### config.mk
export PLATFORM = sky130hd
export DESIGN_NAME = ccs_regs
export DESIGN_NICKNAME = d
export VERILOG_FILES = /design/src/pkg/ccs_pkg.sv /design/src/design/ccs_regs.sv
export SDC_FILE = /design/constraint.sdc
export NUM_CORES = 1
export LEC_CHECK = 0
export BUFFER_PORTS_ARGS = -buffer_cell sky130_fd_sc_hd__clkbuf_2
export CAP_MARGIN = 20
export CELL_PAD_IN_SITES_DETAIL_PLACEMENT = 0
export CELL_PAD_IN_SITES_GLOBAL_PLACEMENT = 2
export CORE_MARGIN = 2
export CORE_UTILIZATION = 33
export DETAILED_ROUTE_END_ITERATION = 10
export PLACE_DENSITY = 0.8
export SLEW_MARGIN = 20
export SYNTH_ARGS = -nofsm -noshare
export SYNTH_HDL_FRONTEND = slang
export SYNTH_SLANG_ARGS = --single-unit
### constraint.sdc
create_clock -name clk -period 1.9 [get_ports clk]
set_input_delay 0.285 -clock clk [delete_from_list [all_inputs] [get_ports clk]]
set_output_delay 0.285 -clock clk [all_outputs]
set_load 0.005 [all_outputs]
### src/pkg/ccs_pkg.sv
// Package: register map, field positions and reset values of the clock/status bank
package ccs_pkg;
   localparam logic [7:0]  ADDR_SYNTH_RATIO = 8'h32;
   localparam logic [7:0]  ADDR_CLOCK_TOP   = 8'h34;
   localparam logic [7:0]  ADDR_ANA_STATUS  = 8'h36;
   localparam logic [7:0]  ADDR_DEBUG_ONE   = 8'h38;
   localparam logic [7:0]  ADDR_DEBUG_TWO   = 8'h3a;
   localparam logic [7:0]  ADDR_SHORT_CTRL  = 8'h3c;
   localparam logic [7:0]  ADDR_ANA_POWER   = 8'h30;

   localparam int INT_RATIO_LSB   = 11;
   localparam int CLK_HALVE_BIT   = 3;
   localparam int INT_OSC_BIT     = 11;
   localparam int ST_SIDE_BIT     = 9;
   localparam int ST_CENTER_BIT   = 8;
   localparam int ST_LOCK_BIT     = 4;
   localparam int T1_CLASS_AB_BIT = 8;
   localparam int T1_CTR_GND_BIT  = 7;
   localparam int T1_GND_BIT      = 6;
   localparam int T1_MIC_LOOP_BIT = 1;
   localparam int T2_COPY_BIT     = 12;
   localparam int T2_RETUNE_BIT   = 11;
   localparam int T2_DAC_EDGE_BIT = 9;
   localparam int T2_RZ_DIS_BIT   = 5;
   localparam int T2_ADC_EDGE_BIT = 3;
   localparam int T2_DITHER_BIT   = 0;
   localparam int PWR_LINEOUT_BIT = 0;
   localparam int PWR_SYNTH_BIT   = 10;

   localparam logic [15:0] RST_SYNTH_RATIO = 16'h5000;
   localparam logic [15:0] RST_CLOCK_TOP   = 16'h0000;
   localparam logic [15:0] RST_ANA_STATUS  = 16'h0000;
   localparam logic [15:0] RST_DEBUG_ONE   = 16'h01c0;
   localparam logic [15:0] RST_DEBUG_TWO   = 16'h0000;
   localparam logic [15:0] RST_SHORT_CTRL  = 16'h0000;
   localparam logic [15:0] RST_ANA_POWER   = 16'h0000;
   localparam logic [15:0] MASK_CLOCK_TOP  = 16'h0fff;
   localparam logic [15:0] MASK_DEBUG_TWO  = 16'h7fff;
   localparam logic [15:0] MASK_SHORT_CTRL = 16'h777f;

   typedef struct packed {
      logic        wr;
      logic        rd;
      logic [7:0]  addr;
      logic [15:0] wdata;
   } ccs_req_t;

   typedef struct packed {
      logic       synth_halved_in;
      logic       dac_left_copy;
      logic       oscillator_retune;
      logic       phones_class_ab;
      logic       center_ground_hold;
      logic       phones_ground_hold;
      logic       dac_rz_disable;
      logic       adc_dither_disable;
      logic       adc_edge_invert;
      logic       dac_edge_invert;
      logic       mic_loop_test_path;
      logic       lineout_power;
      logic       internal_osc_on;
   } ccs_ctl_t;
endpackage : ccs_pkg

### src/design/ccs_regs.sv
// Clock, status and debug register bank of the codec
//
// The implementer's own choice: the plain strobed port.
`timescale 1ns/1ps
`default_nettype none
module ccs_regs
(
   input  wire logic              clk,
   input  wire logic              srst,
   input  wire ccs_pkg::ccs_req_t req,
   input  wire logic              side_driver_short,
   input  wire logic              center_driver_short,
   input  wire logic              synth_locked,
   input  wire logic              synth_powered,
   output logic [15:0]            rdata,
   output logic [4:0]             synth_integer_ratio,
   output logic [10:0]            synth_fraction_ratio,
   output ccs_pkg::ccs_ctl_t      ctl,
   output logic [15:0]            short_ctrl
);
   logic [15:0] synth_ratio_ff;
   logic [15:0] clock_top_ff;
   logic [15:0] debug_one_ff;
   logic [15:0] debug_two_ff;
   logic [15:0] short_ctrl_ff;
   logic [15:0] ana_power_ff;
   logic [15:0] status_ff;
   logic [15:0] rdata_ff;
   logic [15:0] nxt_rdata;
   logic        retune_pulse_ff;
   ccs_pkg::ccs_ctl_t ctl_ff;
   logic        wr_en;

   assign wr_en = req.wr;

   // register writes; software keeps the ratio stable while running
   always_ff @(posedge clk)
   begin
      if (srst)
      begin
         synth_ratio_ff <= ccs_pkg::RST_SYNTH_RATIO;
         clock_top_ff   <= ccs_pkg::RST_CLOCK_TOP;
         debug_one_ff   <= ccs_pkg::RST_DEBUG_ONE;
         debug_two_ff   <= ccs_pkg::RST_DEBUG_TWO;
         short_ctrl_ff  <= ccs_pkg::RST_SHORT_CTRL;
         ana_power_ff   <= ccs_pkg::RST_ANA_POWER;
      end
      else if (wr_en)
      begin
         case (req.addr)
            ccs_pkg::ADDR_SYNTH_RATIO: synth_ratio_ff <= req.wdata;
            ccs_pkg::ADDR_CLOCK_TOP:
               clock_top_ff <= req.wdata & ccs_pkg::MASK_CLOCK_TOP;
            ccs_pkg::ADDR_DEBUG_ONE:   debug_one_ff <= req.wdata;
            ccs_pkg::ADDR_DEBUG_TWO:
               debug_two_ff <= req.wdata & ccs_pkg::MASK_DEBUG_TWO;
            ccs_pkg::ADDR_SHORT_CTRL:
               short_ctrl_ff <= req.wdata & ccs_pkg::MASK_SHORT_CTRL;
            // whole word stored and read back; only the line-out power bit drives a control output
            ccs_pkg::ADDR_ANA_POWER:
               ana_power_ff <= req.wdata;
            default: ;
         endcase
      end
   end

   always_ff @(posedge clk)
   begin
      if (srst)
         status_ff <= ccs_pkg::RST_ANA_STATUS;
      else
      begin
         status_ff <= 16'h0000;
         status_ff[ccs_pkg::ST_SIDE_BIT]   <= side_driver_short;
         status_ff[ccs_pkg::ST_CENTER_BIT] <= center_driver_short;
         status_ff[ccs_pkg::ST_LOCK_BIT]   <= synth_locked;
      end
   end

   always_comb
   begin
      nxt_rdata = 16'h0000;
      case (req.addr)
         ccs_pkg::ADDR_SYNTH_RATIO: nxt_rdata = synth_ratio_ff;
         ccs_pkg::ADDR_CLOCK_TOP:   nxt_rdata = clock_top_ff;
         ccs_pkg::ADDR_ANA_STATUS:  nxt_rdata = status_ff;
         ccs_pkg::ADDR_DEBUG_ONE:   nxt_rdata = debug_one_ff;
         ccs_pkg::ADDR_DEBUG_TWO:   nxt_rdata = debug_two_ff;
         ccs_pkg::ADDR_SHORT_CTRL:  nxt_rdata = short_ctrl_ff;
         ccs_pkg::ADDR_ANA_POWER:   nxt_rdata = ana_power_ff;
         default:                   nxt_rdata = 16'h0000;
      endcase
   end

   // Read data stands only in the cycle after the strobe
   always_ff @(posedge clk)
   begin
      if (srst)
         rdata_ff <= 16'h0000;
      else if (req.rd)
         rdata_ff <= nxt_rdata;
      else
         rdata_ff <= 16'h0000;
   end

   // retune fires on the falling edge of the written bit
   always_ff @(posedge clk)
   begin
      if (srst)
         retune_pulse_ff <= 1'b0;
      else
         retune_pulse_ff <= wr_en && req.addr == ccs_pkg::ADDR_DEBUG_TWO
            && debug_two_ff[ccs_pkg::T2_RETUNE_BIT]
            && !req.wdata[ccs_pkg::T2_RETUNE_BIT];
   end

   // Control outputs registered so the analog side sees clean levels
   always_ff @(posedge clk)
   begin
      if (srst)
      begin
         // reset levels reach the drivers at once, no class A blip
         ctl_ff                    <= '0;
         ctl_ff.phones_class_ab    <=
            ccs_pkg::RST_DEBUG_ONE[ccs_pkg::T1_CLASS_AB_BIT];
         ctl_ff.center_ground_hold <=
            ccs_pkg::RST_DEBUG_ONE[ccs_pkg::T1_CTR_GND_BIT];
         ctl_ff.phones_ground_hold <=
            ccs_pkg::RST_DEBUG_ONE[ccs_pkg::T1_GND_BIT];
      end
      else
      begin
         // halving only matters with the synthesizer powered
         ctl_ff.synth_halved_in <= clock_top_ff[ccs_pkg::CLK_HALVE_BIT]
            && synth_powered;
         ctl_ff.internal_osc_on <= clock_top_ff[ccs_pkg::INT_OSC_BIT];
         ctl_ff.dac_left_copy <= debug_two_ff[ccs_pkg::T2_COPY_BIT];
         ctl_ff.oscillator_retune <= retune_pulse_ff;
         ctl_ff.phones_class_ab <= debug_one_ff[ccs_pkg::T1_CLASS_AB_BIT];
         ctl_ff.center_ground_hold <= debug_one_ff[ccs_pkg::T1_CTR_GND_BIT];
         ctl_ff.phones_ground_hold <= debug_one_ff[ccs_pkg::T1_GND_BIT];
         ctl_ff.dac_rz_disable <= debug_two_ff[ccs_pkg::T2_RZ_DIS_BIT];
         ctl_ff.adc_dither_disable <= debug_two_ff[ccs_pkg::T2_DITHER_BIT];
         ctl_ff.adc_edge_invert <= debug_two_ff[ccs_pkg::T2_ADC_EDGE_BIT];
         ctl_ff.dac_edge_invert <= debug_two_ff[ccs_pkg::T2_DAC_EDGE_BIT];
         ctl_ff.mic_loop_test_path <=
            debug_one_ff[ccs_pkg::T1_MIC_LOOP_BIT];
         ctl_ff.lineout_power <= ana_power_ff[ccs_pkg::PWR_LINEOUT_BIT];
      end
   end

   assign rdata                = rdata_ff;
   assign synth_integer_ratio  = synth_ratio_ff[15:ccs_pkg::INT_RATIO_LSB];
   assign synth_fraction_ratio = synth_ratio_ff[10:0];
   assign ctl                  = ctl_ff;
   assign short_ctrl           = short_ctrl_ff;

   a_status_lock: assert property (@(posedge clk) disable iff (srst)
      req.rd && req.addr == ccs_pkg::ADDR_ANA_STATUS ##1 !$past(srst, 2)
      |-> rdata[ccs_pkg::ST_LOCK_BIT] == $past(synth_locked, 2))
      else $error("lock flag read mismatch");

   a_status_side: assert property (@(posedge clk) disable iff (srst)
      req.rd && req.addr == ccs_pkg::ADDR_ANA_STATUS ##1 !$past(srst, 2)
      |-> rdata[ccs_pkg::ST_SIDE_BIT] == $past(side_driver_short, 2))
      else $error("side short read mismatch");

   a_status_center: assert property (@(posedge clk) disable iff (srst)
      req.rd && req.addr == ccs_pkg::ADDR_ANA_STATUS ##1 !$past(srst, 2)
      |-> rdata[ccs_pkg::ST_CENTER_BIT]
         == $past(center_driver_short, 2))
      else $error("center short read mismatch");

   a_int_ratio_wr: assert property (@(posedge clk) disable iff (srst)
      wr_en && req.addr == ccs_pkg::ADDR_SYNTH_RATIO
      |=> synth_integer_ratio == $past(req.wdata[15:11]))
      else $error("integer ratio not stored");

   a_ratio_reset: assert property (@(posedge clk)
      srst |=> synth_integer_ratio == ccs_pkg::RST_SYNTH_RATIO[15:11]
      && synth_fraction_ratio == ccs_pkg::RST_SYNTH_RATIO[10:0])
      else $error("ratio reset value wrong");

   a_halve_pass: assert property (@(posedge clk) disable iff (srst)
      synth_powered && clock_top_ff[ccs_pkg::CLK_HALVE_BIT]
      |=> ctl.synth_halved_in)
      else $error("halving not applied");

   // clear bit passes the clock through
   a_halve_clear: assert property (@(posedge clk) disable iff (srst)
      !clock_top_ff[ccs_pkg::CLK_HALVE_BIT] |=> !ctl.synth_halved_in)
      else $error("halving active with bit clear");

   // no halving while the synthesizer is down
   a_halve_gate: assert property (@(posedge clk) disable iff (srst)
      !synth_powered |=> !ctl.synth_halved_in)
      else $error("halving active while synth down");

   // one retune pulse after the bit falls
   a_retune_fall: assert property (@(posedge clk) disable iff (srst)
      wr_en && req.addr == ccs_pkg::ADDR_DEBUG_TWO
      && debug_two_ff[ccs_pkg::T2_RETUNE_BIT]
      && !req.wdata[ccs_pkg::T2_RETUNE_BIT]
      |-> ##2 ctl.oscillator_retune ##1 !ctl.oscillator_retune)
      else $error("retune pulse missing");

   // no retune unless the bit was high
   a_retune_quiet: assert property (@(posedge clk) disable iff (srst)
      wr_en && req.addr == ccs_pkg::ADDR_DEBUG_TWO
      && !debug_two_ff[ccs_pkg::T2_RETUNE_BIT]
      |-> ##2 !ctl.oscillator_retune)
      else $error("retune pulse without a falling bit");

   a_copy_follow: assert property (@(posedge clk) disable iff (srst)
      wr_en && req.addr == ccs_pkg::ADDR_DEBUG_TWO
      |-> ##2 ctl.dac_left_copy
         == $past(req.wdata[ccs_pkg::T2_COPY_BIT], 2))
      else $error("mono copy not applied");

   a_rz_follow: assert property (@(posedge clk) disable iff (srst)
      wr_en && req.addr == ccs_pkg::ADDR_DEBUG_TWO
      |-> ##2 ctl.dac_rz_disable
         == $past(req.wdata[ccs_pkg::T2_RZ_DIS_BIT], 2))
      else $error("return-to-zero control not applied");

   a_dither_follow: assert property (@(posedge clk) disable iff (srst)
      wr_en && req.addr == ccs_pkg::ADDR_DEBUG_TWO
      |-> ##2 ctl.adc_dither_disable
         == $past(req.wdata[ccs_pkg::T2_DITHER_BIT], 2))
      else $error("dither control not applied");

   // input converter edge follows the write
   a_adc_edge: assert property (@(posedge clk) disable iff (srst)
      wr_en && req.addr == ccs_pkg::ADDR_DEBUG_TWO
      |-> ##2 ctl.adc_edge_invert
         == $past(req.wdata[ccs_pkg::T2_ADC_EDGE_BIT], 2))
      else $error("input converter edge not applied");

   // output converter edge follows the write
   a_dac_edge: assert property (@(posedge clk) disable iff (srst)
      wr_en && req.addr == ccs_pkg::ADDR_DEBUG_TWO
      |-> ##2 ctl.dac_edge_invert
         == $past(req.wdata[ccs_pkg::T2_DAC_EDGE_BIT], 2))
      else $error("output converter edge not applied");

   a_ab_select: assert property (@(posedge clk) disable iff (srst)
      wr_en && req.addr == ccs_pkg::ADDR_DEBUG_ONE
      |-> ##2 ctl.phones_class_ab
         == $past(req.wdata[ccs_pkg::T1_CLASS_AB_BIT], 2))
      else $error("amplifier class not applied");

   // center ground hold follows the write
   a_center_hold: assert property (@(posedge clk) disable iff (srst)
      wr_en && req.addr == ccs_pkg::ADDR_DEBUG_ONE
      |-> ##2 ctl.center_ground_hold
         == $past(req.wdata[ccs_pkg::T1_CTR_GND_BIT], 2))
      else $error("center ground hold not applied");

   // headphone ground hold follows the write
   a_phones_hold: assert property (@(posedge clk) disable iff (srst)
      wr_en && req.addr == ccs_pkg::ADDR_DEBUG_ONE
      |-> ##2 ctl.phones_ground_hold
         == $past(req.wdata[ccs_pkg::T1_GND_BIT], 2))
      else $error("headphone ground hold not applied");

   // mic test path follows the write
   a_mic_path: assert property (@(posedge clk) disable iff (srst)
      wr_en && req.addr == ccs_pkg::ADDR_DEBUG_ONE
      |-> ##2 ctl.mic_loop_test_path
         == $past(req.wdata[ccs_pkg::T1_MIC_LOOP_BIT], 2))
      else $error("mic test path not applied");

   a_lineout_pwr: assert property (@(posedge clk) disable iff (srst)
      wr_en && req.addr == ccs_pkg::ADDR_ANA_POWER
      |-> ##2 ctl.lineout_power
         == $past(req.wdata[ccs_pkg::PWR_LINEOUT_BIT], 2))
      else $error("line-out power not applied");

   // reset levels still driven after release
   a_class_ab: assert property (@(posedge clk)
      $fell(srst) |-> ##1 ctl.phones_class_ab && ctl.phones_ground_hold
      && ctl.center_ground_hold)
      else $error("debug one reset bits wrong");

   // drivers hold their reset levels during reset
   a_reset_holds: assert property (@(posedge clk)
      srst |=> ctl.phones_class_ab && ctl.center_ground_hold
      && ctl.phones_ground_hold && !ctl.lineout_power)
      else $error("reset levels not driven");

   // Read data stands only in the cycle after a read strobe
   a_rdata_idle: assert property (@(posedge clk) disable iff (srst)
      !req.rd |=> rdata == 16'h0000)
      else $error("read data outside the read cycle");

   // Main scenarios the bench is expected to reach
   c_status_read: cover property (@(posedge clk)
      req.rd && req.addr == ccs_pkg::ADDR_ANA_STATUS ##1 rdata != 16'h0000);
   c_retune: cover property (@(posedge clk) ctl.oscillator_retune);
   c_halved: cover property (@(posedge clk) ctl.synth_halved_in);
   c_mono_copy: cover property (@(posedge clk) ctl.dac_left_copy);
   c_lineout_on: cover property (@(posedge clk) ctl.lineout_power);
endmodule : ccs_regs
`default_nettype wire

==> impl_metrics.csv <==
group,metric,value,unit
floorplan,fp.coreArea,14500,sq um
timing,hold_viol_final,0,
floorplan,die_area,15700,sq um
placement,place_worst_setup_slack,191,ps
critical_path,path_max_fanout,11,
drt,avgRoutedWirePerCell,17.0,um
grt,antenna_found_initial,0,
synthesis,ys_async_sr_fraction,0,%
placement,dp_hpwl,10000,um
synthesis,netlist_top_cells_area,"dfxtp_1, nand2_1, mux2i_1",
timing,rsz0062_at_grt,"false",
timing,slew_headroom,61.0,%
status,status,"finished clean",
grt,grt_pass1_vias,3920,
critical_path,timing.rr.end,"rdata[6]",
worst_hold_path,hp-start,"synth_powered",
power_and_ir_drop,p_comb_share,3.9,%
synthesis,ys_warn_count,0,
final_layout,drive_above_1_share,28.0,%
timing,fin_hold_ws,73.4,ps
final_layout,area_delta_synth_final,28.5,%
synthesis,ys_seq_elements,121,
drt,post_drt_via_cell_ratio,4.95,
power_and_ir_drop,switching_share,20.1,%
critical_path,r2r_start,"synth_ratio_ff[6]",
clock_tree,postCtsSetupBuffers,0,
grt,grt_pass1_wl,22000,um
power_and_ir_drop,p_sw,1.27,mW
synthesis,ys.flop_type,"dfxtp_1",
synthesis,synth_area_leader_cell,"dfxtp_1",
timing,tns,0,ps
timing,fin_ws,603,ps
worst_hold_path,hold_class,"input pin to flop",
power_and_ir_drop,ir_worst_vdd,660,uV
power_and_ir_drop,power_frac_clock,55.6,%
run,drv_cap,0,
drt,ant_nets,0,
drt,vias,4126,
synthesis,yosysMostFrequentCell,"nand2_1",
grt,grt_max_degree,44,
clock_tree,clk_latency,420,ps
timing,clock.fmax,771,MHz
critical_path,endpoint_kind,"flop",
floorplan,start_util,33.6,%
worst_hold_path,hold_end,"ctl[12]",
floorplan,io_pins,93,
power_and_ir_drop,p_per_area,1010,nW/um^2
synthesis,synth_area,4860,sq um
final_layout,layout.nets,668,
final_layout,antenna_cells,0,
worst_hold_path,hold_path_depth,3,
drt,drc,0,
clock_tree,cts_sinks,121,
floorplan,chipHeight,125,um
grt,grtUsageTotal,18.3,%
timing,min_period,1300,ps
grt,grt_overflow,0,
synthesis,synth-edff-count,0,
power_and_ir_drop,seqPwrFrac,40.5,%
critical_path,cp-start-kind,"input pin",
clock_tree,postCtsHoldBufs,0,
timing,tightest_slew,584,ps
drt,wl,14200,um
clock_tree,clkTransAtPathRegs,50,ps
critical_path,crit_type,"input pin to flop",
critical_path,worstPathArrival,1600,ps
final_layout,instances_no_fill,833,
power_and_ir_drop,leakagePower,2.62,nW
placement,post-place-cells,801,
drt,dr.pass1.iters,5,
synthesis,yosysSeqAreaShare,49.9,%
critical_path,r2r.worst_path.cells,4,
synthesis,yosys.cell_types.count,40,
critical_path,r2r_slack,710,ps
clock_tree,cts-root-buf,"clkbuf_16",
placement,portBuffers,89,
clock_tree,tritoncts,"built",
power_and_ir_drop,internal_power,5.03,mW
clock_tree,cts_resized,0,
placement,gp_congestion,0.831,
drt,drt-initial-drc-count,237,
critical_path,crit_required,2210,ps
power_and_ir_drop,total_power,6.29,mW
floorplan,die_w,125,um
timing,fin_skew,10.2,ps
clock_tree,htree_levels,4,
synthesis,syn_area_per_cell,9.01,sq um
synthesis,synth_top_area_share,49.9,%
clock_tree,clockBufferDepth,2,
timing,fin_crit_sh,68.3,%
synthesis,synth_commonest_cells,"nand2_1, dfxtp_1, a21oi_1, nor2_1, mux2i_1",
timing,slew_viol_final,0,
floorplan,rows,44,
synthesis,syn_inst,539,
clock_tree,cts_buffers,17,
timing,finalSetupViolations,0,
[critical path: stages]
cell and delay (ps):
clkbuf_2 230, buf_4 270, mux2_2 380, a22o_1 180, a22oi_1 190, nor2_1 50
[cells in the final DEF, fill, tap and decap left out, types with 3 or more instances in the layout]
cell type / n
a21oi_1: 62
a22o_1: 10
a22oi_1: 10
a32oi_1: 5
and3_1: 3
buf_12: 3
buf_4: 29
bufinv_16: 4
clkbuf_16: 17
clkbuf_2: 88
clkbuf_8: 6
clkinv_2: 3
conb_1: 3
dfxtp_1: 121
mux2_2: 17
mux2i_1: 35
mux4_2: 3
nand2_1: 122
nand3_1: 3
nand4_1: 3
nor2_1: 48
nor2b_1: 14
nor3_1: 9
o2bb2ai_1: 4
or2_2: 3
or3_1: 3
[sequential cells by signal (all words and copies together), names as in the netlist]
name             cells
short_ctrl          13
status_ff            3
debug_two_ff        15
synth_ratio_ff      16
debug_one_ff        16
ctl                 13
ana_power_ff        16
retune_pulse_ff      1
rdata               16
clock_top_ff        12
[final cells by class]
| class | instances | area [sq um] |
|---|---|---|
| fillers | 1431 | 8230 |
| flip-flops and latches | 121 | 2420 |
| multi-input cells | 376 | 2220 |
| repair buffers | 120 | 718 |
| clock buffers | 25 | 515 |
| well taps | 184 | 230 |
| clock inverters | 7 | 135 |
[kinds of logic after synthesis]
group	synth area share, %
AND/OR/NAND/NOR	20.5
other	0.0772
buffers and inverters	4.53
multiplexers	12.5
flip-flops	49.9
AO/OA/AOI/OAI	12.5
[worst max-delay path by stage]
stage,start,endpoint,slack (ps),depth (start not counted)
after floorplan,req[19],rdata[10],390,6
after global placement,req[19],rdata[5],210,5
after detailed placement,req[19],rdata[5],190,5
after CTS,req[19],rdata[5],630,5
after global routing,req[19],rdata[5],520,5
final,req[19],rdata[0],600,6
[through the flow]
stage	util, %	instance area (sq um)
after floorplan	-	4870
after global placement	38.6	5590
after detailed placement	38.6	5590
after CTS	43.1	6240
after global routing	43.1	6240
final	43.1	6240
[power by group through the flow]
stage | clock network (mW) | logic [mW] | registers [mW]
final | 3.50 | 0.248 | 2.55
after global routing | 3.69 | 0.265 | 2.55
after global placement | 0 | 0.244 | 2.60
after CTS | 3.56 | 0.247 | 2.55
after detailed placement | 0 | 0.246 | 2.60
after floorplan | 0 | 0.123 | 2.60
[metal layers]
layer / share of wire [%] / vias up / GRT usage (%)
li1: - / 2039 / -
met2: 43 / 130 / 27.4
met1: 49 / 1944 / 25.4
met3: 6.3 / 13 / 5.35
met5: 0 / - / 0
met4: 0.99 / 0 / 6.14
(Power assumes the default switching activity.)
